**src/design/ipv_pkg.sv**
```systemverilog
// Constants, field layouts and carrier types of the interrupt priority and vectoring block.
//
// Functional notes
// - Vector address is the vector base plus a byte offset; each slot is four bytes.
// - External interrupt two: number 21, offset 0054h, own control register.
// - Timer A interrupt: number 22, offset 0058h.
// - Timer B interrupt: number 24, offset 0060h.
// - External interrupt one: number 25, offset 0064h.
// - External interrupt three: number 26, offset 0068h.
// - External interrupt zero: number 29, offset 0074h.
// - Sensor unit interrupt: number 42, offset 00A8h.
// - First voltage monitor interrupt: number 50, offset 00C8h.
// - Second voltage monitor interrupt: number 51, offset 00CCh.
// - Software numbers 32 to 41 and 56 to 63 ignore the global enable.
// - A voltage monitor uses its maskable vector only when its select bit is 1.
// - Bits b2 to b0 hold level 0 to 7; level 0 disables the source.
// - Bit b3 shows a pending request; software may only clear it.
// - Flash ready and timer C request flags are read-only to software.
// - Bits b4 to b7 are unassigned; software writes zero there.
// - Each control register decodes at its own byte address.
// - A request sets the flag; acknowledge and vector branch clear it.
// - Acknowledge needs enable, flag and level above processor level; level 7 masks all.
// - A cleared global enable suppresses every maskable request.
package ipv_pkg;

  localparam int NSRC = 14;

  // Source order: flash ready, timer C, key, serial tx, serial rx, ext two,
  // timer A, timer B, ext one, ext three, ext zero, sensor, monitor 1, monitor 2.
  localparam logic [7:0] CTRL_ADDR [NSRC] = '{
    8'h41, 8'h47, 8'h4D, 8'h51, 8'h52, 8'h55, 8'h56,
    8'h58, 8'h59, 8'h5A, 8'h5D, 8'h6A, 8'h72, 8'h73};
  localparam logic [5:0] SRC_NUM [NSRC] = '{
    6'h01, 6'h07, 6'h0D, 6'h11, 6'h12, 6'h15, 6'h16,
    6'h18, 6'h19, 6'h1A, 6'h1D, 6'h2A, 6'h32, 6'h33};
  localparam logic [7:0] VEC_OFS [NSRC] = '{
    8'h04, 8'h1C, 8'h34, 8'h44, 8'h48, 8'h54, 8'h58,
    8'h60, 8'h64, 8'h68, 8'h74, 8'hA8, 8'hC8, 8'hCC};
  localparam logic [NSRC-1:0] FLAG_RO = 14'h0003;
  localparam int IDX_VM1 = 12;
  localparam int IDX_VM2 = 13;

  // Control register fields.
  localparam int LVL_LSB = 0;
  localparam int LVL_MSB = 2;
  localparam int IR_BIT = 3;
  localparam logic [2:0] LVL_RESET = 3'h0;
  localparam logic [2:0] LVL_OFF = 3'h0;
  localparam logic IR_RESET = 1'b0;

  // Vector base and configuration registers.
  localparam int VBASE_W = 20;
  localparam logic [VBASE_W-1:0] VBASE_RESET = 20'h0_0000;
  localparam logic [7:0] ADDR_VBASE0 = 8'h80;
  localparam logic [7:0] ADDR_VBASE1 = 8'h81;
  localparam logic [7:0] ADDR_VBASE2 = 8'h82;
  localparam logic [7:0] ADDR_CFG = 8'h84;
  localparam logic [7:0] ADDR_STAT = 8'h85;
  localparam int GIE_BIT = 0;
  localparam int PPL_LSB = 1;
  localparam int PPL_MSB = 3;
  localparam int VM1SEL_BIT = 4;
  localparam int VM2SEL_BIT = 5;
  localparam logic [7:0] CFG_RESET = 8'h00;
  localparam logic [2:0] PPL_ALL_MASKED = 3'h7;

  // Software interrupt numbers that bypass the global enable.
  localparam logic [5:0] SW_A_LO = 6'h20;
  localparam logic [5:0] SW_A_HI = 6'h29;
  localparam logic [5:0] SW_B_LO = 6'h38;
  localparam logic [5:0] SW_B_HI = 6'h3F;

  typedef struct packed {
    logic ir;
    logic [2:0] lvl;
  } ipv_ctrl_t;

  typedef struct packed {
    logic valid;
    logic [5:0] num;
    logic [2:0] lvl;
    logic [VBASE_W-1:0] addr;
  } ipv_req_t;

endpackage

```
**src/design/ipv_top.sv**
```systemverilog
// Interrupt control registers, priority arbitration and relocatable vector addressing.
`timescale 1ns/1ns
module ipv_top (
  input wire logic sys_clk,
  input wire logic reset_n,
  input wire logic [7:0] reg_addr,
  input wire logic [7:0] reg_wdata,
  input wire logic reg_wr,
  input wire logic reg_rd,
  output logic [7:0] reg_rdata,
  input wire logic [ipv_pkg::NSRC-1:0] src_event,
  input wire logic cpu_ack,
  input wire logic [5:0] cpu_ack_num,
  input wire logic sw_int_req,
  input wire logic [5:0] sw_int_num,
  output ipv_pkg::ipv_req_t irq_out,
  output logic sw_vec_valid,
  output logic [ipv_pkg::VBASE_W-1:0] sw_vec_addr
);

  // ****************************************
  // Functions
  // ****************************************
  function automatic logic [ipv_pkg::VBASE_W-1:0] vec_addr(
    input logic [ipv_pkg::VBASE_W-1:0] base,
    input logic [7:0] ofs
  );
    vec_addr = base + {12'h000, ofs};
  endfunction

  function automatic logic is_sw_num(input logic [5:0] num);
    is_sw_num = (num >= ipv_pkg::SW_A_LO && num <= ipv_pkg::SW_A_HI) ||
                (num >= ipv_pkg::SW_B_LO && num <= ipv_pkg::SW_B_HI);
  endfunction

  // ****************************************
  // Registers
  // ****************************************
  ipv_pkg::ipv_ctrl_t ctrl_reg [ipv_pkg::NSRC];
  logic [ipv_pkg::VBASE_W-1:0] vbase_reg;
  logic [7:0] cfg_reg;
  logic gie;
  logic [2:0] ppl;
  logic [ipv_pkg::NSRC-1:0] elig;
  logic found;
  logic [3:0] best_idx;
  logic [2:0] best_lvl;

  assign gie = cfg_reg[ipv_pkg::GIE_BIT];
  assign ppl = cfg_reg[ipv_pkg::PPL_MSB:ipv_pkg::PPL_LSB];

  // Request flags and priority levels, one register per source.
  always_ff @(posedge sys_clk or negedge reset_n) begin
    if (!reset_n) begin
      for (int i = 0; i < ipv_pkg::NSRC; i++) begin
        ctrl_reg[i].ir <= ipv_pkg::IR_RESET;
        ctrl_reg[i].lvl <= ipv_pkg::LVL_RESET;
      end
    end else begin
      for (int i = 0; i < ipv_pkg::NSRC; i++) begin
        if (reg_wr && reg_addr == ipv_pkg::CTRL_ADDR[i]) begin
          ctrl_reg[i].lvl <= reg_wdata[ipv_pkg::LVL_MSB:ipv_pkg::LVL_LSB];
        end
        if (src_event[i]) begin
          ctrl_reg[i].ir <= 1'b1;
        end else if (cpu_ack && cpu_ack_num == ipv_pkg::SRC_NUM[i]) begin
          ctrl_reg[i].ir <= 1'b0;
        end else if (reg_wr && reg_addr == ipv_pkg::CTRL_ADDR[i] &&
                     !reg_wdata[ipv_pkg::IR_BIT] && !ipv_pkg::FLAG_RO[i]) begin
          ctrl_reg[i].ir <= 1'b0;
        end
      end
    end
  end

  // Vector base, written one byte lane at a time.
  always_ff @(posedge sys_clk or negedge reset_n) begin
    if (!reset_n) begin
      vbase_reg <= ipv_pkg::VBASE_RESET;
    end else if (reg_wr) begin
      case (reg_addr)
        ipv_pkg::ADDR_VBASE0: begin
          vbase_reg[7:0] <= reg_wdata;
        end
        ipv_pkg::ADDR_VBASE1: begin
          vbase_reg[15:8] <= reg_wdata;
        end
        ipv_pkg::ADDR_VBASE2: begin
          vbase_reg[19:16] <= reg_wdata[3:0];
        end
        default: begin
        end
      endcase
    end
  end

  // Global enable, processor level and monitor select bits.
  always_ff @(posedge sys_clk or negedge reset_n) begin
    if (!reset_n) begin
      cfg_reg <= ipv_pkg::CFG_RESET;
    end else if (reg_wr && reg_addr == ipv_pkg::ADDR_CFG) begin
      cfg_reg <= {2'b00, reg_wdata[5:0]};
    end
  end

  // Read data stand in the cycle after the strobe; unassigned bits read zero.
  always_ff @(posedge sys_clk or negedge reset_n) begin
    if (!reset_n) begin
      reg_rdata <= 8'h00;
    end else if (reg_rd) begin
      reg_rdata <= 8'h00;
      for (int i = 0; i < ipv_pkg::NSRC; i++) begin
        if (reg_addr == ipv_pkg::CTRL_ADDR[i]) begin
          reg_rdata <= {4'h0, ctrl_reg[i].ir, ctrl_reg[i].lvl};
        end
      end
      case (reg_addr)
        ipv_pkg::ADDR_VBASE0: begin
          reg_rdata <= vbase_reg[7:0];
        end
        ipv_pkg::ADDR_VBASE1: begin
          reg_rdata <= vbase_reg[15:8];
        end
        ipv_pkg::ADDR_VBASE2: begin
          reg_rdata <= {4'h0, vbase_reg[19:16]};
        end
        ipv_pkg::ADDR_CFG: begin
          reg_rdata <= cfg_reg;
        end
        ipv_pkg::ADDR_STAT: begin
          reg_rdata <= {irq_out.valid, 1'b0, irq_out.num};
        end
        default: begin
        end
      endcase
    end else begin
      reg_rdata <= 8'h00;
    end
  end

  // ****************************************
  // Arbitration
  // ****************************************
  always_comb begin
    for (int i = 0; i < ipv_pkg::NSRC; i++) begin
      elig[i] = gie && ctrl_reg[i].ir && (ctrl_reg[i].lvl > ppl);
    end
    elig[ipv_pkg::IDX_VM1] = elig[ipv_pkg::IDX_VM1] && cfg_reg[ipv_pkg::VM1SEL_BIT];
    elig[ipv_pkg::IDX_VM2] = elig[ipv_pkg::IDX_VM2] && cfg_reg[ipv_pkg::VM2SEL_BIT];
  end

  // Highest level wins; on a tie the lower software number wins.
  always_comb begin
    found = 1'b0;
    best_idx = 4'h0;
    best_lvl = ipv_pkg::LVL_OFF;
    for (int i = 0; i < ipv_pkg::NSRC; i++) begin
      if (elig[i] && (!found || ctrl_reg[i].lvl > best_lvl)) begin
        found = 1'b1;
        best_idx = 4'(i);
        best_lvl = ctrl_reg[i].lvl;
      end
    end
  end

  always_ff @(posedge sys_clk or negedge reset_n) begin
    if (!reset_n) begin
      irq_out <= '0;
    end else begin
      irq_out.valid <= found;
      irq_out.num <= ipv_pkg::SRC_NUM[best_idx];
      irq_out.lvl <= best_lvl;
      irq_out.addr <= vec_addr(vbase_reg, ipv_pkg::VEC_OFS[best_idx]);
    end
  end

  // Software interrupts are served whatever the global enable says.
  always_ff @(posedge sys_clk or negedge reset_n) begin
    if (!reset_n) begin
      sw_vec_valid <= 1'b0;
      sw_vec_addr <= ipv_pkg::VBASE_RESET;
    end else begin
      sw_vec_valid <= sw_int_req && is_sw_num(sw_int_num);
      sw_vec_addr <= vec_addr(vbase_reg, {sw_int_num, 2'b00});
    end
  end
endmodule

```
**config.mk**
```make
export PLATFORM = sky130hd
export DESIGN_NAME = ipv_top
export DESIGN_NICKNAME = d
export VERILOG_FILES = /design/src/design/ipv_pkg.sv /design/src/design/ipv_top.sv
export SDC_FILE = /design/constraint.sdc
export NUM_CORES = 1
export LEC_CHECK = 0
export ABC_AREA = 1
export ABC_CLOCK_PERIOD_IN_PS = 22600
export CAP_MARGIN = 30
export CORE_MARGIN = 1.5
export CORE_UTILIZATION = 45
export DETAILED_ROUTE_END_ITERATION = 10
export DONT_BUFFER_PORTS = 1
export PLACE_DENSITY = 0.57
export REMOVE_ABC_BUFFERS = 1
export SYNTH_ARGS = -nofsm -noshare
export SYNTH_HDL_FRONTEND = slang
export SYNTH_SLANG_ARGS = --single-unit
```
**constraint.sdc**
```tcl
create_clock -name sys_clk -period 22.6 [get_ports sys_clk]
set_clock_uncertainty 0.2 [all_clocks]
set_input_delay 1.13 -clock sys_clk [delete_from_list [all_inputs] [get_ports sys_clk]]
set_output_delay 1.13 -clock sys_clk [all_outputs]
set_load 0.02 [all_outputs]
```
# Yosys cells after proc, flatten, opt, wreduce, memory -nomap -nowiden
# Memories as Yosys holds them, arrays and structs flattened. A register that Yosys moved wholly into a read port is not among the register bits.
# Index checks and enable logic that the tools add are counted.
[op_classes]
n_addsub = 2
multipliers = 0
div_mod_pow = 0
magnitude_cmp = 32
eq_ne = 33
shift = 0
mux = 99
n_bitwise = 1
n_reduce_logical = 133
[op_table]
columns = ["op", "count"]
rows = [
  ["8-bit two-way mux", 16],
  ["8-bit by 7-bit == test with 1-bit output, second input constant", 14],
  ["1-bit logical AND", 87],
  ["3-bit > comparator", 27],
  ["1-bit two-way mux", 55],
  ["4-bit two-way mux", 13],
  ["6-bit by 5-bit == test with 1-bit output, second input constant", 8],
  ["3-bit two-way mux", 14],
  ["20-bit by 8-bit adder with 20-bit output", 2],
  ["8-bit == test, second input constant", 5],
  ["8-bit one-hot mux with 5 select lines", 1],
  ["3-bit nonzero test", 12],
  ["6-bit == test, second input constant", 3],
  ["1-bit logical NOT", 15],
  ["1-bit logical OR", 14],
  ["6-bit >= comparator, second input constant", 2],
  ["6-bit less-or-equal comparator, second input constant", 2],
  ["6-bit by 1-bit == test with 1-bit output, second input constant", 1],
  ["6-bit by 3-bit == test with 1-bit output, second input constant", 1],
  ["6-bit by 4-bit == test with 1-bit output, second input constant", 1],
  ["2-bit AND reduction", 3],
  ["5-bit >= comparator, second input constant", 1],
  ["4-bit NOT with 5-bit output", 1],
  ["2-bit nonzero test", 2],
]
[word_totals]
regBits = 135
latch_bits = 0
mem_bits_rw = 0
romBits = 224
wordCells = 340
n_memories = 2
[mem_list]
columns = ["name", "words", "width", "rd", "rd_clocked_by_memory_dff", "write_ports", "line_no", "source"]
rows = [
  ["(no name shown)", 16, 8, 1, 0, 0, "ipv_top.sv:173", "irq_out.addr <= vec_addr(vbase_reg, ipv_pkg::VEC_OFS[best_idx]);"],
  ["(no name shown)", 16, 6, 1, 1, 0, "ipv_top.sv:171", "irq_out.num <= ipv_pkg::SRC_NUM[best_idx];"],
]

# Logic depth before layout (Yosys ltp)
# Gate-level depths: netlist of run 1.
[logic_depth]
depth_word = 60
ltp_mapped = 145
ltp_nobuf = 145

# Worst setup path before layout of run 1
# No wires, ideal clock.
[synth_path]
path_kind = "reg2reg"
startpoint = "register cfg_reg[3]"
endpoint = "register irq_out[15] (netlist bit)"
setup_ps = 126
arrival_time_ps = 16446
required_time_ps = 22274
setup_slack_ps = 5828
path_stages_with_launch = 138
path_cell_list = "dfrtp_1 inv_1 ha_1 nand2_1 nand2_1 nor2_1 nor2_4 nand2_1 ha_1 a21oi_1 nand2_1 nand2_1 nand2_2 nand2_2 nand2_1 nand2_1 ha_1 a21oi_1 [102 not listed] nand2_1 inv_1 nor2_1 o21ai_0 ha_1 o21ai_0 ha_1 a21oi_1 nand2_1 a21oi_1 inv_1 a21oi_1 nor2_1 o21ai_0 nor2_1 nand3_1 nor2_1 xor2_1"
[synth_via]
elab_chain_len = 60
word_cells_on_any_way = 126
cone_classes = "add/sub: 1; order compare: 27; mux: 41; bitwise: 1; reduce/logical: 55; memory: 1"
[synth_rtl]
columns = ["item", "line_no", "source"]
rows = [
  ["start: declaration", "ipv_top.sv:41", "logic [7:0] cfg_reg;"],
  ["start signal: assignment", "ipv_top.sv:100", "cfg_reg <= ipv_pkg::CFG_RESET;"],
  ["start signal: assignment", "ipv_top.sv:102", "cfg_reg <= {2'b00, reg_wdata[5:0]};"],
  ["3-bit > comparator", "ipv_top.sv:146", "elig[i] = gie && ctrl_reg[i].ir && (ctrl_reg[i].lvl > ppl);"],
  ["1-bit logical AND", "ipv_top.sv:146", ""],
  ["3-bit two-way mux or 1-bit two-way mux (tied branches)", "ipv_top.sv:158", "if (elig[i] && (!found || ctrl_reg[i].lvl > best_lvl)) begin"],
  ["3-bit > comparator or 1-bit logical NOT (tied branches)", "ipv_top.sv:158", ""],
  ["1-bit logical OR", "ipv_top.sv:158", ""],
  ["1-bit logical AND", "ipv_top.sv:158", ""],
  ["3-bit two-way mux or 1-bit two-way mux (tied branches)", "ipv_top.sv:158", ""],
  ["3-bit > comparator or 1-bit logical NOT (tied branches)", "ipv_top.sv:158", ""],
  ["[43 not listed]", "-", ""],
  ["3-bit > comparator or 1-bit logical NOT (tied branches)", "ipv_top.sv:158", ""],
  ["1-bit logical OR", "ipv_top.sv:158", ""],
  ["1-bit logical AND", "ipv_top.sv:158", ""],
  ["4-bit two-way mux (*)", "ipv_top.sv:158", ""],
  ["4-bit NOT with 5-bit output (not written as such) (*)", "ipv_top.sv:173", ""],
  ["memory read 16 x 8 bit (*)", "-", ""],
  ["8-bit two-way mux (not written as such) (*) (2 in a row)", "ipv_top.sv:173", ""],
  ["20-bit by 8-bit adder with 20-bit output (*)", "ipv_top.sv:28", "vec_addr = base + {12'h000, ofs};"],
  ["end: declaration", "ipv_top.sv:16", "output ipv_pkg::ipv_req_t irq_out,"],
]
# Mark *: on every way between the ends. The rest lies on a longest branch, timed or not. The select of a mux whose other input is x is not followed.
# A chain may end at the register's enable or synchronous reset.

# Worst setup path after layout of run 1
[layout_path]
startpoint = "register cfg_reg[2]"
endpoint = "register irq_out[15] (netlist bit)"
# Same word-level chain as after synthesis.

==> results of run 1 <==
## power groups by stage
stage	clock [µW]	combinational (µW)	sequential, µW
after global placement	0	105	295
final	300	108	290
after floorplan	0	84.5	289
after CTS	304	108	290
after detailed placement	0	108	295
after global routing	316	126	292
## per-stage QoR
stage,std cells,total power (µW),util
2_1_floorplan,1136,373.2,-
3_3_place_gp,1405,399.7,0.4776
3_5_place_dp,1405,402.4,0.4776
4_1_cts,1437,702.5,0.5092
5_1_grt,1438,733.3,0.5094
6_report,1439,698.5,0.5095
## path summary, 6_finish.rpt
kind,startpoint,to,slack [ns],cells past startpoint
setup / recovery,cfg_reg[2],irq_out[15],3.47,137
max in group asynchronous,reset_n,ctrl_reg[10],21.85,0
hold reg to reg,vbase_reg[0],sw_vec_addr[0],0.23,0
min in group sys_clk,vbase_reg[0],sw_vec_addr[0],0.23,0
setup reg to reg,cfg_reg[2],irq_out[15],3.47,137
hold / removal,reset_n,sw_vec_addr[14],0.19,0
## kinds of logic after synthesis
| logic type | count (synthesis) | share of synthesized area |
|---|---|---|
| AO/OA/AOI/OAI | 225 | 0.1425 |
| adder cells (fa/ha/maj) | 96 | 0.1329 |
| flip-flops | 139 | 0.3802 |
| AND/OR/NAND/NOR | 520 | 0.2527 |
| buffers and inverters | 144 | 0.06100 |
| XOR/XNOR | 32 | 0.03063 |
## cell type report
cell class	instances	area (µm²)
fill	1881	9672
multi-input combinational	873	5112
sequential	139	3478
inverter	124	465.4
clock buffer	17	425.4
tap	265	331.6
clock inverter	15	197.7
timing repair buffer	4	30.03
antenna	2	5.005
## cells in the mapped netlist, drive strengths merged (5+ instances only)
cell type / number / area share
xor2: 27 / 0.026
nand3: 87 / 0.050
or2: 8 / 0.0055
o21bai: 7 / 0.0057
clkbuf: 14 / 0.0057
nand4: 12 / 0.0098
o21ai: 132 / 0.073
nor2: 84 / 0.036
a211oi: 7 / 0.0057
ha: 94 / 0.13
nor3: 14 / 0.0077
xnor2: 5 / 0.0048
dfrtp: 139 / 0.38
a21oi: 38 / 0.021
buf: 6 / 0.0044
a31o: 7 / 0.0067
inv: 123 / 0.050
a221oi: 9 / 0.0086
nand2: 298 / 0.13
and2: 7 / 0.0048
nor4: 7 / 0.0048
a22oi: 5 / 0.0041
## per-layer routing
metal | vias to the layer above | global-route usage | part of all wire
li1 | 3912 | - | -
met1 | 3727 | 0.3332 | 0.44
met2 | 270 | 0.4402 | 0.48
met3 | 36 | 0.05987 | 0.063
met4 | 0 | 0.08163 | 0.021
met5 | - | 0 | 0
## critical path: cells and delay by family (launching register included)
kind | cells | cell delay (ns)
xor gates and xnor gates | 1 | 0.14
AOI/OAI and AO/OA | 31 | 4.53
adders and majority gates | 16 | 4.82
and+or+nand+nor | 75 | 7.55
DFF | 1 | 0.41
buffers and inverters | 14 | 1.35
==> out/qor.csv, run 1 <==
metric,value,unit
hpwlAfterDp,20030,µm
period_share,0.8465,
fp.dieW,145.6,µm
antenna_found_initial,2,
via_per_inst,5.521,
htree_levels,4,
post_cts_buffers,0,
std_cell_rows,51,
avgSynthCellArea,7.914,µm²
crit_slowest_cell,dfrtp_1,
synth-seq-area-share,0.3802,
drc_errors,0,
place.port_buffers,0,
status,"complete, no violations",
clkLatencyLatePin,0.43,ns
drt-wirelength-per-cell,18.58,µm
die_y,145.6,µm
synthDistinctLibCells,48,
vdd_ir_drop_max,0.04815,mV
max_stage_delay,0.41,ns
final_area,10050,µm²
syn_area,9149,µm²
dpl-instance-area,9418,µm²
synth_ff_type,dfrtp_1,
pre_cts_ws,3.591,ns
largest_reg_flops,56,
worstPathRequired,22.71,ns
drtAntennaViolNets,0,
worstPathMaxFanout,14,
fmax,52.27,MHz
leakage,0.004987,µW
p_per_area,69.53,nW/µm²
dr_total_vias,7945,
gr-total-overflow,0,
p_seq_frac,0.415,
drt_iter0_markers,523,
wirelength,26740,µm
netSwitchingPower,223.0,µW
grt_pass1_vias,7801,
postSynthCellCount,1156,
grt_max_degree,140,
crit_path_start_kind,register,
cts_resized,0,
start_util,0.4640,
grt_pass1_wl,42770,µm
maxSlewViolCount,0,
hp-class,in2async,
gp_routability_congestion,0.9190,
end_kind,register,
power_frac_clock,0.430,
pin_count,107,
finalSetupViolCount,0,
hold_slack,0.1862,ns
synth_seq_cells,139,
crit_top_cell,nand2_1,
ctsHoldBuffers,0,
grt_use_total,0.2614,
syn_to_final_growth,9.806,%
cts.sinks,139,
layout_commonest_cell,nand2_1,
path_class,reg2reg,
drive_gt1_frac,0.07509,
max_cap_violations,0,
cts_tree,done,
p_int,475.5,µW
yosysWarnings,0,
cts_root_buf,clkbuf_16,
synthArstFlopShare,1.000,
clk_pin_slew,0.07,ns
core_area,19720,µm²
mostFrequentLayoutCells,"278 x nand2_1, 139 x dfrtp_1, 116 x inv_1, 116 x o21ai_0, 94 x ha_1",
slew_headroom,0.2783,
synth-edff-count,0,
cts_buffer_depth,2,
switching_share,0.3192,
die_area,21200,µm²
min_period,19.13,ns
cp.arrival,19.24,ns
finalSetupTns,0,ns
dr.pass1.iters,6,
p_comb_frac,0.155,
setup_slack,3.470,ns
hold_viol,0,
layout.nets,1303,
rsz0062_at_grt,false,
max_slew.worst_pin.slew,1.074,ns
cts_made_buffers,17,
No activity file was read; power rests on OpenSTA's default activity.
==> run 2, diff against run 1 <==
- ABC_CLOCK_PERIOD_IN_PS: 22600 -> 16800
- PLACE_DENSITY: 0.57 -> 0.59
- clock period: 22.6 -> 16.8 ns (I/O delays scaled with it)
==> out/qor.csv, run 2 (same netlist as run 1, synthesis figures left out) <==
metric,value,unit,change
cp.arrival,16.25,ns,-2.99 ns
cts_tree,done,,
std_cell_rows,51,,unchanged
core_area,19720,µm²,unchanged
place.port_buffers,0,,unchanged
wirelength,27610,µm,+3.3%
drtAntennaViolNets,0,,unchanged
crit_slowest_cell,fa_2,,
status,"complete, no violations",,
grt_max_degree,140,,unchanged
grt_pass1_vias,7875,,+0.95%
slew_headroom,0.3335,,+0.05522
cts_buffer_depth,2,,unchanged
mostFrequentLayoutCells,"230 x nand2_1, 137 x dfrtp_1, 103 x inv_1",,
cts.sinks,139,,unchanged
path_delay_family,simple AND/OR/NAND/NOR gates,,
dr.pass1.iters,5,,-1
min_period,16.15,ns,-2.982 ns
start_util,0.4640,,unchanged
vdd_ir_drop_max,0.06520,mV,+35%
hold_viol,0,,unchanged
largest_reg_flops,56,,unchanged
leakage,0.005382,µW,+7.9%
worstPathRequired,16.91,ns,-5.80 ns
drive_gt1_frac,0.2468,,+0.1717
die_area,21200,µm²,unchanged
clk_pin_slew,0.07,ns,about the same
dr_total_vias,8204,,+3.3%
crit_top_cell,nand2_2,,
period_share,0.9612,,+0.1147
max_stage_delay,0.38,ns,-0.03 ns
layout_commonest_cell,nand2_1,,
max_cap_violations,0,,unchanged
fp.dieW,145.6,µm,unchanged
drc_errors,0,,unchanged
rsz0062_at_grt,true,,
hpwlAfterDp,19800,µm,-1.2%
via_per_inst,5.466,,-1.0%
layout.nets,1363,,+4.6%
cts_root_buf,clkbuf_16,,
drt-wirelength-per-cell,18.40,µm,-0.99%
cts_made_buffers,17,,unchanged
hp-class,in2async,,
clkLatencyLatePin,0.43,ns,about the same
gr-total-overflow,0,,unchanged
finalSetupViolCount,0,,unchanged
fmax,61.93,MHz,+18%
maxSlewViolCount,0,,unchanged
htree_levels,4,,unchanged
crit_path_start_kind,register,,
worstPathMaxFanout,7,,-7
pin_count,107,,unchanged
fin_cells,1501,,+4.3%
path_class,reg2reg,,
nFillCells,1748,,-7.1%
die_y,145.6,µm,unchanged
antenna_found_initial,4,,+2
end_kind,register,,
totalPowerFinal,989.2,µW,+42%
p_per_area,86.58,nW/µm²,+25%
dp.cells,1430,,+1.8%
grt_use_total,0.2587,,-0.002753
max_slew.worst_pin.slew,0.9921,ns,-0.08219 ns
gp_routability_congestion,0.8931,,-2.8%
drt_iter0_markers,515,,-1.5%
syn_to_final_growth,24.89,%,
crit_buf_inv,19,,+5
grt_pass1_wl,42830,µm,+0.13%
run 2: cell types whose count changed in the layout (fill, tap and decap cells not counted), moves of 10 or more:
cell	delta
o21ai_2	+15
nand2_2	+34
inv_1	-13
nor2_1	-13
nand2_1	-48
nand2_4	+14
o21ai_0	-26
nand3_2	+10
nor2_2	+10
ha_1	-27
buf_4	+51
nand3_1	-15
ha_4	+26
run 2: area by class of cell:
class / count / area [µm²] / area share
Multi-Input combinational cell: 873 / 5997 / 0.5249
Sequential cell: 139 / 3481 / 0.3046
Timing Repair Buffer: 64 / 530.5 / 0.04643
Inverter: 124 / 478.0 / 0.04183
Clock buffer: 17 / 425.4 / 0.03723
Tap cell: 265 / 331.6 / 0.02902
Clock inverter: 15 / 172.7 / 0.01511
Antenna cell: 4 / 10.01 / 0.0008760
run 2: worst paths after layout:
path	cells after the start	endpoint	start	slack (ns)
worst max-delay path	138	irq_out[10]	cfg_reg[3]	0.65
worst min register to register	0	sw_vec_addr[1]	vbase_reg[1]	0.26
worst min-delay path	1	irq_out[14]	reset_n	0.14
max in group asynchronous	1	ctrl_reg[53]	reset_n	15.59
worst max register to register	138	irq_out[10]	cfg_reg[3]	0.65
min in group sys_clk	0	sw_vec_addr[1]	vbase_reg[1]	0.26
run 2: timing repair:
action                                 4_1_cts  5_1_grt
setup endpoints to repair                   14       24
hold buffers                                 1        0
resized for setup                           34      198
pin swaps                                    9       71
endpoints found under the hold margin      139        0
buffers inserted                             3       32
gates cloned                                 0        0
run 2: per-layer routing:
metal	vias up	global-route usage	share of wire
met2	254	0.4407	0.49
met1	3867	0.3259	0.43
li1	4038	-	-
met5	-	0	0
met3	45	0.05768	0.057
met4	0	0.08112	0.021
run 2: metrics by stage:
step / worst slack, ns / util / instance area, µm² / setup TNS [ns] / hold slack [ns]
finish: 0.6516 / 0.5795 / 11430 / 0 / 0.1355
global route: -0.4012 / 0.5794 / 11420 / -3.794 / 0.2033
CTS: 0.01811 / 0.5245 / 10340 / 0 / 0.2323
detailed placement: -0.7936 / 0.4872 / 9605 / -7.734 / 0.2299
global placement: -0.5232 / 0.4872 / 9605 / -4.629 / 0.2296
floorplan: 0.02793 / - / 9056 / 0 / 0.1744
run 2: power by group:
part | switching [µW] | internal (µW)
Clock | 174 | 213
Sequential | 37.4 | 355
Combinational | 119 | 91.1
Total | 331 | 658
==> run 3, diff against run 2 <==
- ABC_CLOCK_PERIOD_IN_PS: 16800 -> 15300
- PLACE_DENSITY: 0.59 -> 0.57
- clock period: 16.8 -> 15.3 ns (I/O delays scaled with it)
==> out/qor.csv, run 3 (same netlist as run 1, synthesis figures left out) <==
metric,value,unit,change
status,"finished, violations left",,
violations,negative setup slack,,
via_per_inst,5.430,,-0.65%
p_per_area,94.87,nW/µm²,+9.6%
p_comb_frac,0.224,,+0.011
crit_slowest_cell,dfrtp_1,,
drt-wirelength-per-cell,18.32,µm,-0.43%
setup_slack,-0.6648,ns,-1.316 ns
maxUsedRoutingLayer,met4,,
drc_errors,0,,unchanged
syn_to_final_growth,31.35,%,
multi_input_area,5941,µm²,-0.94%
maxSlewViolCount,0,,unchanged
crit_top_cell,nand2_2,,
period_share,1.043,,+0.08224
hpwlAfterDp,20500,µm,+3.5%
rr_endpoint,irq_out[18],,
dr.pass1.iters,6,,+1
min_period,15.96,ns,-0.1836 ns
max_stage_delay,0.36,ns,-0.02 ns
die_area,21200,µm²,unchanged
dr_total_vias,8580,,+4.6%
nFillCells,1698,,-2.9%
netSwitchingPower,366.2,µW,+11%
hp-class,in2async,,
antenna_found_initial,2,,-2
drtAntennaViolNets,0,,unchanged
path_class,reg2reg,,
route.layer.met1.wl,12090,µm,+2.6%
htree_levels,4,,unchanged
core_area,19720,µm²,unchanged
clk_pin_slew,0.07,ns,about the same
layout_commonest_cell,nand2_1,,
drt_iter0_markers,580,,+13%
fin_cells,1580,,+5.3%
start_util,0.4640,,unchanged
grt_pass1_vias,8193,,+4.0%
crit_buf_inv,17,,-2
max_slew.worst_pin.slew,1.019,ns,+0.02704 ns
cp.arrival,16.13,ns,-0.12 ns
clkLatencyLatePin,0.44,ns,about the same
final_util,0.6094,,+0.02995
reg2reg_depth,137,,-0.72%
drive_gt1_frac,0.3016,,+0.05485
worstPathRequired,15.46,ns,-1.45 ns
die_y,145.6,µm,unchanged
power_frac_clock,0.400,,+0.009
rsz0062_at_grt,true,,
path_depth,137,,-0.72%
cts_root_buf,clkbuf_16,,
end_kind,register,,
slew_headroom,0.3143,,-0.01920
gr-total-overflow,0,,unchanged
path_delay_family,simple AND/OR/NAND/NOR gates,,
pin_count,107,,unchanged
p_int,773.7,µW,+18%
cts_tree,done,,
dr_wl_met3,1878,µm,+18%
finalSetupViolCount,16,,+16
grt_use_total,0.2654,,+0.006779
mostFrequentLayoutCells,"226 x nand2_1, 139 x dfrtp_1, 132 x buf_4",,
vdd_ir_drop_max,0.07997,mV,+23%
switching_share,0.3212,,-0.01313
crit_path_start_kind,register,,
max_cap_violations,0,,unchanged
cts.sinks,139,,unchanged
std_cell_rows,51,,unchanged
grt_pass1_wl,43830,µm,+2.3%
hold_viol,0,,unchanged
gp_routability_congestion,0.9357,,+4.8%
fp.dieW,145.6,µm,unchanged
fmax,62.64,MHz,+1.1%
leakage,0.005803,µW,+7.8%
wirelength,28940,µm,+4.8%
dp.cells,1514,,+5.9%
grt_max_degree,140,,unchanged
cts_made_buffers,17,,unchanged
largest_reg_flops,56,,unchanged
layout.nets,1444,,+5.9%
worstPathMaxFanout,6,,-1
wl_met2,14190,µm,+4.0%
final-seq-area,3478,µm²,about the same
regToRegSetupSlack,-0.66,ns,-1.32 ns
reg2reg_from,cfg_reg[3],,
cts_buffer_depth,2,,unchanged
p_seq_frac,0.377,,-0.019
place.port_buffers,0,,unchanged
[run 3: final cells by class]
cell class	instances	share of cell area
multi-input combinational	873	0.4944
antenna	2	0.0004165
clock inverter	15	0.01812
clock buffer	17	0.03540
timing repair buffer	145	0.09548
sequential	139	0.2895
tap	265	0.02759
inverter	124	0.03915
[run 3: worst max path at each step]
stage / startpoint / endpoint / slack [ns]
after floorplan: cfg_reg[3] / irq_out[15] / -1.47
after global placement: cfg_reg[3] / irq_out[15] / -1.32
after detailed placement: cfg_reg[3] / irq_out[15] / -1.71
after CTS: cfg_reg[3] / irq_out[11] / -0.65
after global routing: cfg_reg[3] / irq_out[18] / -1.68
final: cfg_reg[3] / irq_out[18] / -0.66
[run 3: power by group through the flow]
stage	sequential [µW]	clock, µW	combinational [µW]
4_1_cts	429	461	204
3_5_place_dp	435	0	182
6_report	429	456	255
2_1_floorplan	427	0	125
5_1_grt	432	481	284
3_3_place_gp	434	0	180
[run 3: routing by layer]
| metal | GRT usage | up-vias |
|---|---|---|
| li1 | - | 4196 |
| met1 | 0.3319 | 4068 |
| met2 | 0.4464 | 263 |
| met3 | 0.06865 | 53 |
| met4 | 0.08724 | 0 |
| met5 | 0 | - |
[run 3: metrics by stage]
step	power, µW	area, µm²	worst slack (ns)	hold slack [ns]	TNS (ns)
global placement	613.8	10230	-1.323	0.2196	-17.38
detailed placement	616.8	10230	-1.714	0.2237	-26.59
finish	1140	12020	-0.6648	0.1228	-7.611
global route	1197	12010	-1.676	0.1567	-26.76
CTS	1093	11200	-0.6547	0.1516	-7.799
floorplan	551.3	9056	-1.472	0.1744	-18.89
[run 3: what timing repair did]
action	4_1_cts	5_1_grt
endpoints found under the setup margin	24	27
pin swaps	18	111
hold endpoints to repair	139	0
setup buffers	6	26
cloned	0	0
hold buffers	1	0
gates resized for setup	65	160
